<file path="src/ctam_pkg.sv">
package ctam_pkg;
   // register word addresses on the plain port (printed write offsets)
   localparam logic [7:0] ADDR_COMM_CFG      = 8'h76;
   localparam logic [7:0] ADDR_POLL_CFG      = 8'h74;
   localparam logic [7:0] ADDR_FILT_MASK_LO  = 8'h78;
   localparam logic [7:0] ADDR_FILT_MASK_HI  = 8'h7a;
   localparam logic [7:0] ADDR_RAW_MASK_LO   = 8'h7c;
   localparam logic [7:0] ADDR_RAW_MASK_HI   = 8'h7e;
   localparam logic [7:0] ADDR_BAUD_DIV      = 8'h90;
   localparam logic [7:0] ADDR_IRQ_STATUS    = 8'h92;
   localparam logic [7:0] ADDR_IRQ_CLEAR     = 8'h94;
   localparam logic [7:0] ADDR_IRQ_ENABLE    = 8'h96;
   localparam logic [7:0] ADDR_MODE          = 8'h98;
   localparam logic [7:0] ADDR_LINK_STATE    = 8'h9a;

   // reset values
   localparam logic [7:0] RST_FILT_MASK_LO   = 8'h20;
   localparam logic [7:0] RST_FILT_MASK_HI   = 8'h40;
   localparam logic [7:0] RST_RAW_MASK_LO    = 8'h20;
   localparam logic [7:0] RST_RAW_MASK_HI    = 8'h40;
   localparam logic [2:0] RST_TIMEOUT_SEL    = 3'h1;
   localparam logic [1:0] RST_POLL_SEL       = 2'h0;
   localparam logic [7:0] RST_BAUD_DIV       = 8'h0a;

   // field positions
   localparam int TOSEL_LSB    = 0;
   localparam int TOSEL_DIS    = 2;
   localparam int POLLSEL_LSB  = 4;
   localparam int IRQ_LINK_TO  = 0;
   localparam int IRQ_POLL_TO  = 1;
   localparam int IRQ_PKT_ERR  = 2;

   // timeout lengths in bit times
   localparam logic [10:0] TO_BITS_0 = 11'd276;
   localparam logic [10:0] TO_BITS_1 = 11'd516;
   localparam logic [10:0] TO_BITS_2 = 11'd996;
   localparam logic [10:0] TO_BITS_3 = 11'd1956;

   // poll interval in milliseconds and cycles at 20 MHz
   localparam int CLK_HZ       = 20_000_000;
   localparam int POLL_MS_0    = 500;
   localparam int POLL_MS_1    = 1000;
   localparam int POLL_MS_2    = 1500;
   localparam int POLL_CYC_0   = POLL_MS_0 * (CLK_HZ / 1000);
   localparam int POLL_CYC_1   = POLL_MS_1 * (CLK_HZ / 1000);
   localparam int POLL_CYC_2   = POLL_MS_2 * (CLK_HZ / 1000);

   typedef enum logic [1:0] {
      CTAM_MODE_NORMAL,
      CTAM_MODE_SLEEP,
      CTAM_MODE_SAFETY_MONITOR
   } ctam_mode_t;
endpackage

</file>
<file path="src/ctam_poll_timer.sv">
`timescale 1ns/1ps
module ctam_poll_timer #(
   parameter int POLL_CYC_0 = ctam_pkg::POLL_CYC_0,
   parameter int POLL_CYC_1 = ctam_pkg::POLL_CYC_1,
   parameter int POLL_CYC_2 = ctam_pkg::POLL_CYC_2
) (
   input  wire logic        core_clk_i,
   input  wire logic        srst_i,
   input  wire logic        run_i,
   input  wire logic [1:0]  sel_i,
   output logic             fire_o
);
   logic [31:0] cnt_q;
   logic [31:0] period;

   // code 3 is reserved; treated like the slowest interval
   always_comb begin
      case (sel_i)
         2'd0:    period = 32'(POLL_CYC_0);
         2'd1:    period = 32'(POLL_CYC_1);
         default: period = 32'(POLL_CYC_2);
      endcase
   end

   always_ff @(posedge core_clk_i) begin
      if (srst_i || !run_i) begin
         cnt_q  <= 32'h0000_0000;
         fire_o <= 1'b0;
      end else if (cnt_q + 32'h0000_0001 >= period) begin
         cnt_q  <= 32'h0000_0000;
         fire_o <= 1'b1;
      end else begin
         cnt_q  <= cnt_q + 32'h0000_0001;
         fire_o <= 1'b0;
      end
   end
endmodule // ctam_poll_timer

</file>
<file path="src/ctam_timeout_timer.sv">
`timescale 1ns/1ps
module ctam_timeout_timer (
   input  wire logic        core_clk_i,
   input  wire logic        srst_i,
   input  wire logic        start_i,
   input  wire logic        done_i,
   input  wire logic [2:0]  sel_i,
   input  wire logic [7:0]  baud_div_i,
   output logic             busy_o,
   output logic             expire_o
);
   logic [7:0]  div_q;
   logic [10:0] bits_q;
   logic [10:0] limit;
   logic        tick;

   function automatic logic [10:0] bits_of(input logic [1:0] code);
      case (code)
         2'd0:    bits_of = ctam_pkg::TO_BITS_0;
         2'd1:    bits_of = ctam_pkg::TO_BITS_1;
         2'd2:    bits_of = ctam_pkg::TO_BITS_2;
         default: bits_of = ctam_pkg::TO_BITS_3;
      endcase
   endfunction

   assign limit = bits_of(sel_i[1:0]);
   // one bit time is baud_div_i+1 clocks, so timeout tracks the baud rate
   assign tick  = busy_o && (div_q == baud_div_i);

   always_ff @(posedge core_clk_i) begin
      if (srst_i || start_i || !busy_o || tick) begin
         div_q <= 8'h00;
      end else begin
         div_q <= div_q + 8'h01;
      end
   end

   always_ff @(posedge core_clk_i) begin
      if (srst_i) begin
         busy_o <= 1'b0;
         bits_q <= 11'd0;
      end else if (start_i) begin
         busy_o <= !sel_i[ctam_pkg::TOSEL_DIS];
         bits_q <= 11'd0;
      end else if (done_i) begin
         busy_o <= 1'b0;
         bits_q <= 11'd0;
      end else if (tick) begin
         bits_q <= bits_q + 11'd1;
         if (bits_q + 11'd1 >= limit) begin
            busy_o <= 1'b0;
         end
      end
   end

   always_ff @(posedge core_clk_i) begin
      if (srst_i) begin
         expire_o <= 1'b0;
      end else begin
         expire_o <= busy_o && tick && !start_i && !done_i && (bits_q + 11'd1 >= limit);
      end
   end
endmodule // ctam_timeout_timer

</file>
<file path="src/ctam_top.sv">
// The strobed register port was left to the implementer.
`timescale 1ns/1ps
module ctam_top #(
   parameter int POLL_CYC_0 = ctam_pkg::POLL_CYC_0,
   parameter int POLL_CYC_1 = ctam_pkg::POLL_CYC_1,
   parameter int POLL_CYC_2 = ctam_pkg::POLL_CYC_2
) (
   input  wire logic        core_clk_i,
   input  wire logic        srst_i,
   input  wire logic [7:0]  reg_addr_i,
   input  wire logic [7:0]  reg_wdata_i,
   input  wire logic        reg_wr_i,
   input  wire logic        reg_rd_i,
   output logic [7:0]       reg_rdata_o,
   input  wire logic        txn_start_i,
   input  wire logic        txn_done_i,
   input  wire logic [15:0] pkt_status_i,
   input  wire logic        pkt_status_valid_i,
   output logic             alert_poll_command_o,
   output logic             link_timeout_flag_o,
   output logic             poll_timeout_flag_o,
   output logic             safe_monitor_alarm_o,
   output logic             sleep_alarm_o,
   output logic             alert_packet_fault_flag_o,
   output logic             irq_o
);
   ////////////////////////////////////////////////////////////////////////////
   logic [2:0]  timeout_sel_q;
   logic [1:0]  poll_sel_q;
   logic [7:0]  baud_div_q;
   logic [15:0] filt_mask_q;
   logic [15:0] raw_mask_q;
   logic [1:0]  mode_q;
   logic [2:0]  irq_stat_q;
   logic [2:0]  irq_en_q;
   logic [15:0] pkt_q;
   logic        timer_busy;
   logic        timer_expire;
   logic        poll_fire;
   logic        low_power;
   logic        wr_clear;
   logic [2:0]  events;

   function automatic logic wr_at(input logic [7:0] a);
      wr_at = reg_wr_i && (reg_addr_i == a);
   endfunction

   assign low_power = (mode_q == 2'(ctam_pkg::CTAM_MODE_SLEEP)) ||
                      (mode_q == 2'(ctam_pkg::CTAM_MODE_SAFETY_MONITOR));
   assign wr_clear  = wr_at(ctam_pkg::ADDR_IRQ_CLEAR);

   ////////////////////////////////////////////////////////////////////////////
   // register writes
   always_ff @(posedge core_clk_i) begin
      if (srst_i) begin
         timeout_sel_q <= ctam_pkg::RST_TIMEOUT_SEL;
         poll_sel_q    <= ctam_pkg::RST_POLL_SEL;
         baud_div_q    <= ctam_pkg::RST_BAUD_DIV;
         mode_q        <= 2'(ctam_pkg::CTAM_MODE_NORMAL);
         irq_en_q      <= 3'h0;
      end else begin
         if (wr_at(ctam_pkg::ADDR_COMM_CFG)) begin
            timeout_sel_q <= reg_wdata_i[ctam_pkg::TOSEL_LSB +: 3];
         end
         if (wr_at(ctam_pkg::ADDR_POLL_CFG)) begin
            poll_sel_q <= reg_wdata_i[ctam_pkg::POLLSEL_LSB +: 2];
         end
         if (wr_at(ctam_pkg::ADDR_BAUD_DIV)) begin
            baud_div_q <= reg_wdata_i;
         end
         if (wr_at(ctam_pkg::ADDR_MODE)) begin
            // code 3 is unused; kept out so the mode stays decodable
            mode_q <= (reg_wdata_i[1:0] == 2'h3) ? mode_q : reg_wdata_i[1:0];
         end
         if (wr_at(ctam_pkg::ADDR_IRQ_ENABLE)) begin
            irq_en_q <= reg_wdata_i[2:0];
         end
      end
   end

   always_ff @(posedge core_clk_i) begin
      if (srst_i) begin
         filt_mask_q <= {ctam_pkg::RST_FILT_MASK_HI, ctam_pkg::RST_FILT_MASK_LO};
         raw_mask_q  <= {ctam_pkg::RST_RAW_MASK_HI, ctam_pkg::RST_RAW_MASK_LO};
      end else begin
         if (wr_at(ctam_pkg::ADDR_FILT_MASK_LO)) begin
            filt_mask_q[7:0] <= reg_wdata_i;
         end
         if (wr_at(ctam_pkg::ADDR_FILT_MASK_HI)) begin
            filt_mask_q[15:8] <= reg_wdata_i;
         end
         if (wr_at(ctam_pkg::ADDR_RAW_MASK_LO)) begin
            raw_mask_q[7:0] <= reg_wdata_i;
         end
         if (wr_at(ctam_pkg::ADDR_RAW_MASK_HI)) begin
            raw_mask_q[15:8] <= reg_wdata_i;
         end
      end
   end

   ////////////////////////////////////////////////////////////////////////////
   // timeout supervision runs regardless of mode; the poll timer runs only in sleep and safety monitor
   ctam_timeout_timer u_timer (
      .core_clk_i (core_clk_i),
      .srst_i     (srst_i),
      .start_i    (txn_start_i),
      .done_i     (txn_done_i),
      .sel_i      (timeout_sel_q),
      .baud_div_i (baud_div_q),
      .busy_o     (timer_busy),
      .expire_o   (timer_expire)
   );

   ctam_poll_timer #(
      .POLL_CYC_0 (POLL_CYC_0),
      .POLL_CYC_1 (POLL_CYC_1),
      .POLL_CYC_2 (POLL_CYC_2)
   ) u_poll (
      .core_clk_i (core_clk_i),
      .srst_i     (srst_i),
      .run_i      (low_power),
      .sel_i      (poll_sel_q),
      .fire_o     (poll_fire)
   );

   assign alert_poll_command_o = poll_fire;

   ////////////////////////////////////////////////////////////////////////////
   // alarm masking
   always_ff @(posedge core_clk_i) begin
      if (srst_i) begin
         pkt_q <= 16'h0000;
      end else if (pkt_status_valid_i) begin
         pkt_q <= pkt_status_i;
      end
   end

   always_ff @(posedge core_clk_i) begin
      if (srst_i) begin
         safe_monitor_alarm_o <= 1'b0;
         sleep_alarm_o        <= 1'b0;
      end else begin
         safe_monitor_alarm_o <= (mode_q == 2'(ctam_pkg::CTAM_MODE_SAFETY_MONITOR)) && |(pkt_q & ~filt_mask_q);
         sleep_alarm_o        <= (mode_q == 2'(ctam_pkg::CTAM_MODE_SLEEP)) && |(pkt_q & ~filt_mask_q);
      end
   end

   ////////////////////////////////////////////////////////////////////////////
   // sticky flags; a set in the clear cycle wins
   assign events[ctam_pkg::IRQ_LINK_TO] = timer_expire;
   assign events[ctam_pkg::IRQ_POLL_TO] = timer_expire && low_power;
   assign events[ctam_pkg::IRQ_PKT_ERR] = pkt_status_valid_i && |(pkt_status_i & ~raw_mask_q);

   always_ff @(posedge core_clk_i) begin
      if (srst_i) begin
         irq_stat_q <= 3'h0;
      end else begin
         irq_stat_q <= (irq_stat_q & ~(wr_clear ? reg_wdata_i[2:0] : 3'h0)) | events;
      end
   end

   assign link_timeout_flag_o       = irq_stat_q[ctam_pkg::IRQ_LINK_TO];
   assign poll_timeout_flag_o       = irq_stat_q[ctam_pkg::IRQ_POLL_TO];
   assign alert_packet_fault_flag_o = irq_stat_q[ctam_pkg::IRQ_PKT_ERR];
   assign irq_o                     = |(irq_stat_q & irq_en_q);

   ////////////////////////////////////////////////////////////////////////////
   // read port, data one cycle after strobe, unmapped reads zero
   always_ff @(posedge core_clk_i) begin
      if (srst_i) begin
         reg_rdata_o <= 8'h00;
      end else if (reg_rd_i) begin
         case (reg_addr_i)
            ctam_pkg::ADDR_COMM_CFG:     reg_rdata_o <= {5'h00, timeout_sel_q};
            ctam_pkg::ADDR_POLL_CFG:     reg_rdata_o <= {2'h0, poll_sel_q, 4'h0};
            ctam_pkg::ADDR_FILT_MASK_LO: reg_rdata_o <= filt_mask_q[7:0];
            ctam_pkg::ADDR_FILT_MASK_HI: reg_rdata_o <= filt_mask_q[15:8];
            ctam_pkg::ADDR_RAW_MASK_LO:  reg_rdata_o <= raw_mask_q[7:0];
            ctam_pkg::ADDR_RAW_MASK_HI:  reg_rdata_o <= raw_mask_q[15:8];
            ctam_pkg::ADDR_BAUD_DIV:     reg_rdata_o <= baud_div_q;
            ctam_pkg::ADDR_IRQ_STATUS:   reg_rdata_o <= {5'h00, irq_stat_q};
            ctam_pkg::ADDR_IRQ_ENABLE:   reg_rdata_o <= {5'h00, irq_en_q};
            ctam_pkg::ADDR_MODE:         reg_rdata_o <= {6'h00, mode_q};
            ctam_pkg::ADDR_LINK_STATE:   reg_rdata_o <= {7'h00, timer_busy};
            default:                     reg_rdata_o <= 8'h00;
         endcase
      end else begin
         reg_rdata_o <= 8'h00;
      end
   end
endmodule // ctam_top

</file>
<file path="config.mk">
export PLATFORM = sky130hd
export DESIGN_NAME = ctam_top
export DESIGN_NICKNAME = d
export VERILOG_FILES = /design/src/ctam_pkg.sv /design/src/ctam_poll_timer.sv /design/src/ctam_timeout_timer.sv /design/src/ctam_top.sv
export SDC_FILE = /design/constraint.sdc
export NUM_CORES = 1
export LEC_CHECK = 0
export BUFFER_PORTS_ARGS = -buffer_cell sky130_fd_sc_hd__buf_2
export CELL_PAD_IN_SITES_DETAIL_PLACEMENT = 0
export CELL_PAD_IN_SITES_GLOBAL_PLACEMENT = 1
export CORE_ASPECT_RATIO = 1.4
export CORE_UTILIZATION = 47
export DETAILED_ROUTE_END_ITERATION = 8
export PLACE_DENSITY = 0.84
export SETUP_SLACK_MARGIN = 0.1
export SYNTH_ARGS = -nofsm -noshare
export SYNTH_HDL_FRONTEND = slang
export SYNTH_HIERARCHICAL = 1
export SYNTH_SLANG_ARGS = --single-unit
</file>
<file path="constraint.sdc">
create_clock -name core_clk_i -period 3.63 [get_ports core_clk_i]
set_input_delay 0.5445 -clock core_clk_i [delete_from_list [all_inputs] [get_ports core_clk_i]]
set_output_delay 0.5445 -clock core_clk_i [all_outputs]
set_load 0.03 [all_outputs]
</file>
==> Word level (Yosys, flattened, before mapping) <==
Cells that the tools add are included.
{ "totals": {"output_inout_bits": 15, "inputBits": 39, "wordCells": 104, "regBits": 133} }
{ "classes": {"muxes": 9, "n_reduce_logical": 41, "bitwise_logic": 10, "magnitude_cmp": 2, "n_addsub": 3, "eq_ne": 19} }
{ "op_table": {"columns": ["op", "count"], "rows": [
  ["$pmux 8 s11", 1],
  ["$pmux 25 s2", 1],
  ["$eq 8x7->1 const B", 6],
  ["$eq 8x8->1 const B", 6],
  ["$pmux 11 s3", 1],
  ["$add 32x1->32 const B", 1],
  ["$and 16x16->16", 2],
  ["$ge 32x25->1", 1],
  ["$not 16->16", 2],
  ["$reduce_or 16->1", 2],
  ["$logic_and 1x1->1", 19],
  ["$add 11x1->11 const B", 1],
  ["$ge 11x11->1", 1],
  ["$add 8x1->8 const B", 1],
  ["$eq 8x8->1", 1],
  ["$and 3x3->3", 2],
  ["$eq 2x1->1 const B", 3],
  ["$eq 2x2->1 const B", 3],
  ["$reduce_bool 3->1", 2],
  ["$reduce_or 3->1", 2],
  ["$logic_not 1->1", 5],
  ["$logic_or 1x1->1", 5],
  ["$mux 1", 5],
  ["$logic_not 2->1", 2],
  ["6 further kinds", 9]
]} }

==> Logic depth before layout (Yosys ltp) <==
Gate-level depths: netlist (run 1).
{ "logic_depth": {"word_depth": 7, "depth_mapped": 15, "ltp_nobuf": 13} }

==> Modules after synthesis <==
The synthesis (run 1) kept the hierarchy.
{ "modules_own_cells": {"columns": ["mod", "area_per_inst_um2", "seq_area_each_um2", "cells_each", "instances"], "rows": [
  ["ctam_top", 3786.1, 1581.5, 415, 1],
  ["ctam_poll_timer", 2047.0, 660.6, 212, 1],
  ["ctam_timeout_timer", 1288.7, 420.4, 147, 1]
]} }

==> Worst setup path before layout (run 1) <==
Ideal clock, no wire load.
{ "synth_timing": {"path_type": "flip-flop to flip-flop", "start": "register u_poll.cnt_q[3]", "end": "register u_poll.cnt_q[19]", "synth_period_minus_slack_ns": 3.152, "setup_time_ns": 0.139, "t_arrival_ns": 3.013, "required_ns": 3.491, "slack_ns": 0.478, "n_path_buf": 2, "path_stages_with_launch": 15, "cell_sequence": "dfxtp_1 > buf_4 > nand4_1 > nor3_1 > and4_1 > nand3_1 > xnor2_1 > ha_1 > nand4_1 > nor4_1 > nand4_1 > a311o_2 > nand4b_4 > buf_6 > nor3b_2"} }
{ "synth_between": {"elab_chain_cells": 3} }
{ "synth_rtl": {"columns": ["item", "line", "text"], "rows": [
  ["start: declaration", "ctam_poll_timer.sv:13", "logic [31:0] cnt_q;"],
  ["start signal: assignment", "ctam_poll_timer.sv:33", "cnt_q <= cnt_q + 32'h0000_0001;"],
  ["$add 32x1->32 (*)", "ctam_poll_timer.sv:29, ctam_poll_timer.sv:33", null],
  ["$ge 32x25->1", "ctam_poll_timer.sv:29", "end else if (cnt_q + 32'h0000_0001 >= period) begin"],
  ["$reduce_or 2->1 (no line)", null, null]
]} }
Every way passes the cells marked *; elsewhere a longest branch is shown, timed or not.
A chain may end at the register's enable or synchronous reset.

==> Worst setup path in the final report (run 1) <==
{ "layout_timing": {"start": "register u_poll.cnt_q[2]", "end": "register u_poll.fire_o"} }
{ "layout_between": {"elab_chain_cells": 3} }
{ "layout_rtl": {"columns": ["item", "line", "text"], "rows": [
  ["$add 32x1->32", "ctam_poll_timer.sv:29", null],
  ["$ge 32x25->1", "ctam_poll_timer.sv:29", null],
  ["$mux 1", "ctam_poll_timer.sv:29", null],
  ["end signal: assignment", "ctam_poll_timer.sv:28", "fire_o <= 1'b0;"],
  ["end signal: assignment", "ctam_poll_timer.sv:31", "fire_o <= 1'b1;"],
  ["end signal: assignment", "ctam_poll_timer.sv:34", "fire_o <= 1'b0;"],
  ["end: declaration", "ctam_poll_timer.sv:11", "output logic fire_o"]
]} }
Every way passes these cells.

==> results of run 1 <==
-- flip-flops by register name (all words and copies together), names as in the netlist --
| signal | cells |
|---|---|
| poll_sel_q | 2 |
| mode_q | 2 |
| pkt_q | 16 |
| u_timer/div_q | 8 |
| sleep_alarm_o | 1 |
| u_poll/cnt_q | 32 |
| safe_monitor_alarm_o | 1 |
| u_timer/busy_o | 1 |
| u_timer/bits_q | 11 |
| u_poll/fire_o | 1 |
| u_timer/expire_o | 1 |
| irq_stat_q | 3 |
| reg_rdata_o | 8 |
| raw_mask_q | 16 |
| baud_div_q | 8 |
| irq_en_q | 3 |
| timeout_sel_q | 3 |
| filt_mask_q | 16 |
-- power groups by stage --
| stage | registers [mW] | logic [mW] | clock network (mW) |
|---|---|---|---|
| detailed placement | 1.52 | 0.165 | 0 |
| global placement | 1.52 | 0.162 | 0 |
| finish | 1.49 | 0.166 | 1.63 |
| CTS | 1.49 | 0.166 | 1.66 |
| floorplan | 1.52 | 0.105 | 0 |
| global route | 1.49 | 0.179 | 1.73 |
-- worst max-delay path by stage --
stage	from	end	slack, ns
after floorplan	u_poll/cnt_q[3]	u_poll/cnt_q[19]	0.48
after global placement	u_poll/cnt_q[4]	u_poll/cnt_q[22]	0.37
after detailed placement	u_poll/cnt_q[2]	u_poll/cnt_q[2]	0.24
after CTS	u_poll/cnt_q[2]	u_poll/cnt_q[22]	0.22
after global routing	u_poll/cnt_q[0]	u_poll/fire_o	0.11
final	u_poll/cnt_q[2]	u_poll/fire_o	0.32
-- cell type report --
cell class / instances / area (sq um)
clock buffer: 18 / 439
clock inverter: 14 / 128
fill: 1330 / 6530
inverter: 38 / 143
multi-input combinational: 575 / 4180
sequential: 133 / 2660
tap: 189 / 236
timing repair buffer: 60 / 322
-- through the flow --
step	worst slack, ns	util
5_1_grt	0.105	0.554
3_5_place_dp	0.238	0.514
4_1_cts	0.216	0.553
3_3_place_gp	0.368	0.514
2_1_floorplan	0.478	-
6_report	0.319	0.554
-- critical path: cells and delay by family, from the launching register on --
family / cells / cell delay [ns]
flip-flops: 1 / 0.44
AND/OR/NAND/NOR: 9 / 1.67
AO/OA/AOI/OAI: 1 / 0.43
adder cells (fa/ha/maj): 1 / 0.30
buffers and inverters: 1 / 0.23
XOR/XNOR: 1 / 0.15
-- cells by family (layout without fill, tap and decap cells) --
| kind of cell | Yosys count | in the layout | share of synthesized area |
|---|---|---|---|
| compound gates | 114 | 114 | 0.108 |
| xor+xnor | 53 | 53 | 0.0652 |
| fa+ha+maj | 28 | 28 | 0.0492 |
| buf+inv | 72 | 130 | 0.0446 |
| flops | 133 | 133 | 0.374 |
| mux | 54 | 54 | 0.0819 |
| other cells | 1 | 7 | 0.000527 |
| simple gates | 319 | 319 | 0.276 |
-- per-layer routing --
metal / GRT usage / up-vias / wire length [microns]
met5: 0 / - / 0
met3: 0.0520 / 48 / 866
met4: 0.142 / 0 / 880
met1: 0.275 / 2831 / 7240
met2: 0.430 / 189 / 9390
li1: - / 2863 / -
-- cells in the final DEF, fill, tap and decap left out, types with 11 or more instances in the layout --
cell | Yosys | routed
inv_1 | 38 | 38
a21oi_1 | 27 | 27
mux2i_1 | 47 | 47
xnor2_1 | 18 | 18
nor3b_2 | 12 | 12
xor2_1 | 35 | 35
nand4_1 | 26 | 26
buf_2 | 5 | 53
nor2_1 | 87 | 86
o21ai_0 | 19 | 19
clkbuf_16 | 0 | 17
nand2_1 | 47 | 47
nor2b_1 | 11 | 11
dfxtp_1 | 133 | 133
nand3_1 | 31 | 31
nor3_1 | 16 | 15
ha_1 | 28 | 27
-- what timing repair did --
item | in CTS | in global routing
setup endpoints to repair | 0 | 24
gates resized for setup | 0 | 5
hold endpoints to repair | 0 | 0
==> qor.yml, run 1 <==
syn-cell-area_sq_mm: 0.00712
worst_skew_pair.late_latency_ns: 0.42
setup_violations: 0
grt_pass1_vias: 5911
rr_worst_depth: 13
drt-total-wl_mm: 18.4
dieArea_sq_mm: 0.0157
synthTopCellsByArea: "dfxtp_1 37%, mux2i_1 6.6%, ha_1 4.9%"
start_kind: "flop"
core_area_sq_mm: 0.0146
initial_core_util: 0.486
die_x_microns: 106
ys_warn_count: 6
critPathCaptureType: "flop"
worstSetupPathType: "reg -> reg"
placed_cell_area_sq_mm: 0.00752
cts_tree: "done"
vias: 5931
io_pins: 54
cts_setup_buffers: 0
drive_gt1_frac: 0.190
synth_seq_cells: 133
track_usage: 0.246
final_nets: 892
period_needed_ns: 3.31
htree_levels: 4
syn_to_final_growth_pct: 13.9
rows: 52
yosys.area.top_type_share: 0.374
syn_inst: 774
fmax_ghz: 0.302
cts_hold_buffers: 0
drc: 0
power.leakage_nw: 3.21
synthArstFlopShare: 0
hp-class: "in -> reg"
cts_root_buf: "clkbuf_16"
total_power_mw: 3.29
clock_path_buffers: 2
fin_cells: 1027
min_delay_path_depth: 3
port_buffers: 53
cpMaxStageDelayCell: "dfxtp_1"
p_comb_frac: 0.051
status: "complete, no violations"
reg2reg_from: "u_poll/cnt_q[2]"
slew_violations: 0
intPower_mw: 2.50
p_sw_frac: 0.241
powerDensity_mw_per_mm2: 406
skew_ns: 0.00652
cp_max_fo: 12
dp_hpwl_mm: 13.6
antenna_found_initial: 0
worstReg2RegEnd: "u_poll/fire_o"
fin_crit_sh: 0.912
fin_setup_tns_ns: 0
grt_max_degree: 48
min_to: "pkt_q[7]"
arrival_ns: 3.67
cap_violations: 0
drt_iter0_drc: 302
cts_made_buffers: 17
power.share.clock: 0.496
holdWs_ns: 0.372
yosysSeqAreaShare: 0.374
dp.cells: 995
critPathMaxStageDelay_ns: 0.44
yosysTopAreaCell: "dfxtp_1"
synthMostInstantiatedCell: "dfxtp_1"
hold_viol_final: 0
overflow: 0
required_ns: 3.99
holdCritStartpoint: "pkt_status_i[7]"
rsz0062_at_grt: "no"
p_sw_mw: 0.792
irDropWorstVdd_uv: 298
wl_per_cell_microns: 17.9
first_pass_iters: 5
synth_cell_types: 79
synth_edf_count: 0
pwr-share-seq: 0.454
synth_common_cells: "133 x dfxtp_1, 87 x nor2_1, 47 x mux2i_1, 47 x nand2_1, 38 x inv_1"
worstPathCellList: "nand3_1, nor3_2, and4_1, nand3_1, xnor2_1, ha_1, nand4_1, nor4_1, nand4_1, a311o_2, nand4b_4, buf_4, nor2b_1"
n_antenna_cell: 0
worst_slew_pin_slew_ns: 0.684
ys.flop_type: "dfxtp_1"
clk_pin_slew_worst_paths_ns: 0.06
gp_congestion: 0.906
stdcell_area_sq_mm: 0.00811
ant_nets: 0
maxSlewHeadroom: 0.543
clock-sinks: 133
vias_per_cell: 5.78
grt_pass1_wl_mm: 29.8
syn_avg_cell_area_sq_um: 9.20
dieHeight_microns: 148
r2r_slack_ns: 0.32
Note: power is estimated with default switching activity, not from simulation.
==> run 2, diff against run 1 <==
Settings changed: PLACE_DENSITY 0.84 to 0.9.
==> run 2 against run 1 <==
Register-to-register slack worse by 0.04 ns. Clock-buffer cell count is 6 higher. Final area is 0.83% higher. Critical path type unchanged. Largest cell class unchanged.
==> qor.yml, run 2 (synthesized netlist as in run 1, its figures left out) <==
setup_violations: 0
placed_cell_area_sq_mm: 0.00753
pwr-share-seq: 0.432
worstReg2RegEnd: "u_poll/cnt_q[4]"
port_buffers: 53
setup_slack_ns: 0.277
worstPathCellList: "nand3_1, nor3_1, and4_1, nand3_1, xnor2_1, ha_1, nand4_1, nor4_1, nand4_1, a311o_2, nand4b_4, buf_12, nor3_2"
track_usage: 0.241
vias: 5788
busiest_layer: "met2"
grt_pass1_wl_mm: 29.1
final_nets: 894
ant_nets: 0
rr_worst_depth: 13
final_common_cell: "dfxtp_1"
irDropWorstVdd_uv: 241
drc: 0
io_pins: 54
die_x_microns: 106
r2r_slack_ns: 0.28
critPathCaptureType: "flop"
stdcell_area_sq_mm: 0.00818
top_register: "u_poll/cnt_q"
p_comb_frac: 0.048
drive_gt1_frac: 0.187
core_area_sq_mm: 0.0146
clock-sinks: 133
crit_path_start: "u_poll/cnt_q[2]"
cts_tree: "done"
power.leakage_nw: 3.27
skew_ns: 0.00703
required_ns: 3.92
start_kind: "flop"
p_sw_frac: 0.218
hp-class: "in -> reg"
vias_per_cell: 5.62
final_cell_mix: "132 x dfxtp_1, 87 x nor2_1, 53 x buf_2"
powerDensity_mw_per_mm2: 423
antenna_found_initial: 0
grt_max_degree: 42
path_delay_family: "simple AND/OR/NAND/NOR gates"
status: "complete, no violations"
largest_register_ffs: 32
cp-endpoint: "u_poll/cnt_q[4]"
reg2reg_from: "u_poll/cnt_q[2]"
dp_hpwl_mm: 13.0
drt-total-wl_mm: 17.7
initial_core_util: 0.486
gp_congestion: 0.855
rsz0062_at_grt: "no"
met2_usage: 0.413
intPower_mw: 2.70
worst_skew_pair.late_latency_ns: 0.42
utilization: 0.559
fin_setup_tns_ns: 0
wl_per_cell_microns: 17.2
cp_max_fo: 17
dieArea_sq_mm: 0.0157
cts_hold_buffers: 0
dpl_worst_slack_ns: 0.200
use_met3: 0.0414
worst_slew_pin_slew_ns: 0.680
slew_violations: 0
maxSlewHeadroom: 0.547
drt_iter0_drc: 307
overflow: 0
p_sw_mw: 0.752
min_delay_path_depth: 3
total_power_mw: 3.46
fin_cells: 1029
worstSetupPathType: "reg -> reg"
first_pass_iters: 5
grt_pass1_vias: 5542
critPathBufInv: 1
syn_to_final_growth_pct: 14.8
holdWs_ns: 0.375
grt_util_met1: 0.290
cp.depth: 13
cpMaxStageDelayCell: "dfxtp_1"
clock_path_buffers: 2
arrival_ns: 3.64
rows: 52
n_antenna_cell: 0
fin_crit_sh: 0.924
dp.cells: 994
fmax_ghz: 0.298
power.share.clock: 0.520
period_needed_ns: 3.35
cts_made_buffers: 17
clk_pin_slew_worst_paths_ns: 0.06
critPathMaxStageDelay_ns: 0.44
dieHeight_microns: 148
hold_viol_final: 0
htree_levels: 4
cap_violations: 0
cts_root_buf: "clkbuf_16"
fillers: 1368
==> run 2: cell count changes in the layout (fill, tap and decap cells not counted), sizes merged <==
cell,previous run,this run
buf,60,62
clkinvlp,7,2
inv,41,38
clkbuf,18,24
bufinv,1,3
==> run 2: timing repair <==
item,4_1_cts,5_1_grt
endpoints found under the setup margin,0,17
buffers inserted,0,3
gates resized for setup,0,2
==> run 2: power by group through the flow <==
stage / registers [mW] / logic, mW / clock network, mW
5_1_grt: 1.49 / 0.180 / 1.89
4_1_cts: 1.49 / 0.165 / 1.82
3_5_place_dp: 1.52 / 0.165 / 0
3_3_place_gp: 1.52 / 0.164 / 0
2_1_floorplan: 1.52 / 0.105 / 0
6_report: 1.49 / 0.166 / 1.80
==> run 2: worst register-to-register path, stage by stage, from the launching register on <==
cell	delay, ns
dfxtp_1	0.44
nand3_1	0.18
nor3_1	0.30
and4_1	0.28
nand3_1	0.11
xnor2_1	0.16
ha_1	0.30
nand4_1	0.14
nor4_1	0.36
nand4_1	0.15
a311o_2	0.44
nand4b_4	0.12
buf_12	0.18
nor3_2	0.07
==> run 2: area by class of cell <==
type / instances / area [sq um] / area share
multi-input combinational: 575 / 4170 / 0.510
inverter: 38 / 143 / 0.0174
timing repair buffer: 62 / 345 / 0.0422
tap: 189 / 236 / 0.0289
clock inverter: 8 / 120 / 0.0147
clock buffer: 24 / 502 / 0.0614
sequential: 133 / 2660 / 0.326
==> run 2: worst min path at each step <==
stage | to | start
6_report | pkt_q[14] | pkt_status_i[14]
2_1_floorplan | irq_stat_q[0] | u_timer/expire_o
3_5_place_dp | irq_stat_q[0] | u_timer/expire_o
5_1_grt | pkt_q[14] | pkt_status_i[14]
4_1_cts | pkt_q[2] | pkt_status_i[2]
3_3_place_gp | irq_stat_q[0] | u_timer/expire_o
==> run 2: routing by layer <==
layer	wire length, microns	up-vias
met5	0	-
met4	631	0
met3	705	39
met2	8900	172
met1	7450	2711
li1	-	2866
==> run 3, diff against run 2 <==
Settings changed: CORE_UTILIZATION 47 to 50, PLACE_DENSITY 0.9 to 0.95.
Clock period 3.63 ns to 3.9 ns, I/O delays scaled along.
==> run 3 against run 2 <==
Global-route usage grew 1.8 points. Clock power shrank 4%. Largest cell class unchanged. Die area shrank 5.9%. Critical endpoint is now u_poll/cnt_q[6]. Final cell count shrank 0.68%. Clock-buffer cell count shrank 5. First-iteration DRC count grew 15%. Sequential share of layout area grew 0.090 points. Power shrank 5.1%. Register-to-register slack gained 0.13 ns. Final area shrank 0.32%. Non-clock buffer count shrank 3.
==> qor.yml, run 3 (synthesized netlist as in run 1, its figures left out) <==
status: "complete, no violations"
worstSetupPathType: "reg -> reg"
overflow: 0
dieHeight_microns: 143
grt_pass1_vias: 5688
cts_root_buf: "clkbuf_16"
ant_nets: 0
grt_max_degree: 48
period_needed_ns: 3.49
antenna_found_initial: 0
ctsResizeCount: 0
track_usage: 0.259
n_antenna_cell: 0
fin_setup_tns_ns: 0
skew_ns: 0.0116
slew_violations: 0
start_kind: "flop"
wl_per_cell_microns: 17.7
hp-class: "in -> reg"
rr_worst_depth: 13
min_delay_path_depth: 3
cts_setup_buffers: 0
clk_pin_slew_worst_paths_ns: 0.06
vias: 5861
fmax_ghz: 0.286
gp_congestion: 0.840
drt_iter0_drc: 352
io_pins: 54
final_cell_mix: "133 x dfxtp_1, 87 x nor2_1, 53 x buf_2"
initial_core_util: 0.512
fin_crit_sh: 0.895
worst_skew_pair.late_latency_ns: 0.42
cts_made_buffers: 17
rows: 51
fillers: 1269
grt_pass1_wl_mm: 28.8
irDropWorstVdd_uv: 290
critPathCaptureType: "flop"
largest_register_ffs: 32
power.leakage_nw: 3.26
utilization: 0.586
core_area_sq_mm: 0.0139
drive_gt1_frac: 0.182
required_ns: 4.19
cts_hold_buffers: 0
setup_violations: 0
drt-total-wl_mm: 18.1
hold_viol_final: 0
clock-sinks: 133
rsz0062_at_grt: "no"
dp_hpwl_mm: 13.0
final_nets: 891
arrival_ns: 3.78
cp_max_fo: 14
final_common_cell: "dfxtp_1"
drc: 0
vias_per_cell: 5.73
syn_to_final_growth_pct: 14.4
first_pass_iters: 5
port_buffers: 53
clock_path_buffers: 2
r2r_slack_ns: 0.41
worst_slew_pin_slew_ns: 0.690
maxSlewHeadroom: 0.539
die_x_microns: 103
top_register: "u_poll/cnt_q"
cap_violations: 0
powerDensity_mw_per_mm2: 402
cts_tree: "done"
htree_levels: 4
dieArea_sq_mm: 0.0147
[run 3: changes by cell type in the layout (fill, tap and decap cells not counted)]
cell       previous run  this run
clkbuf_8              5         0
clkinv_4              0         3
buf_4                 8         6
bufinv_16             3         5
buf_12                1         0
dfxtp_1             132       133
dfxtp_2               1         0
ha_1                 27        28
ha_2                  1         0
[run 3: area by class of cell]
cell class	instances	area [sq um]	share of cell area
multi-input cells	575	4160	0.511
flip-flops and latches	133	2660	0.327
clock buffers	19	433	0.0531
repair buffers	59	310	0.0381
well taps	185	231	0.0284
clock inverters	13	206	0.0253
inverters	38	143	0.0175
[run 3: path summary, 6_finish.rpt]
| kind | start | end |
|---|---|---|
| min | pkt_status_i[15] | pkt_q[15] |
| max reg2reg | u_poll/cnt_q[3] | u_poll/cnt_q[6] |
| min reg2reg | pkt_q[5] | pkt_q[5] |
| max | u_poll/cnt_q[3] | u_poll/cnt_q[6] |
[run 3: per-layer routing]
layer  up-vias  wire length [microns]  global-route usage
li1       2860                      -                   -
met3        48                    781              0.0485
met5         -                      0                   0
met2       178                   9190               0.438
met4         0                    748               0.137
met1      2775                   7360               0.306
[run 3: power by group]
part	switching, mW	total [mW]	internal, mW
clock network	0.602	1.73	1.13
logic	0.101	0.155	0.0535
registers	0.0136	1.39	1.38
total	0.717	3.28	2.56
[run 3: through the flow]
stage	power (mW)	area [sq um]	worst slack [ns]	cells	hold slack, ns
3_3_place_gp	1.57	7510	0.597	990	0.468
5_1_grt	3.37	8150	0.190	1022	0.432
3_5_place_dp	1.57	7510	0.535	990	0.467
2_1_floorplan	1.51	7140	0.748	780	0.437
6_report	3.28	8150	0.409	1022	0.417
4_1_cts	3.30	8150	0.450	1022	0.411
[run 3: critical path, stage by stage (launching register included)]
cell and delay, ns:
dfxtp_1 0.48, nand4_1 0.21, nor3_1 0.34, and4_1 0.28, nand3_1 0.10, xnor2_1 0.15
ha_1 0.30, nand4_1 0.14, nor4_1 0.36, nand4_1 0.14, a311o_2 0.43, nand4b_4 0.09
buf_4 0.25, nor3_2 0.09
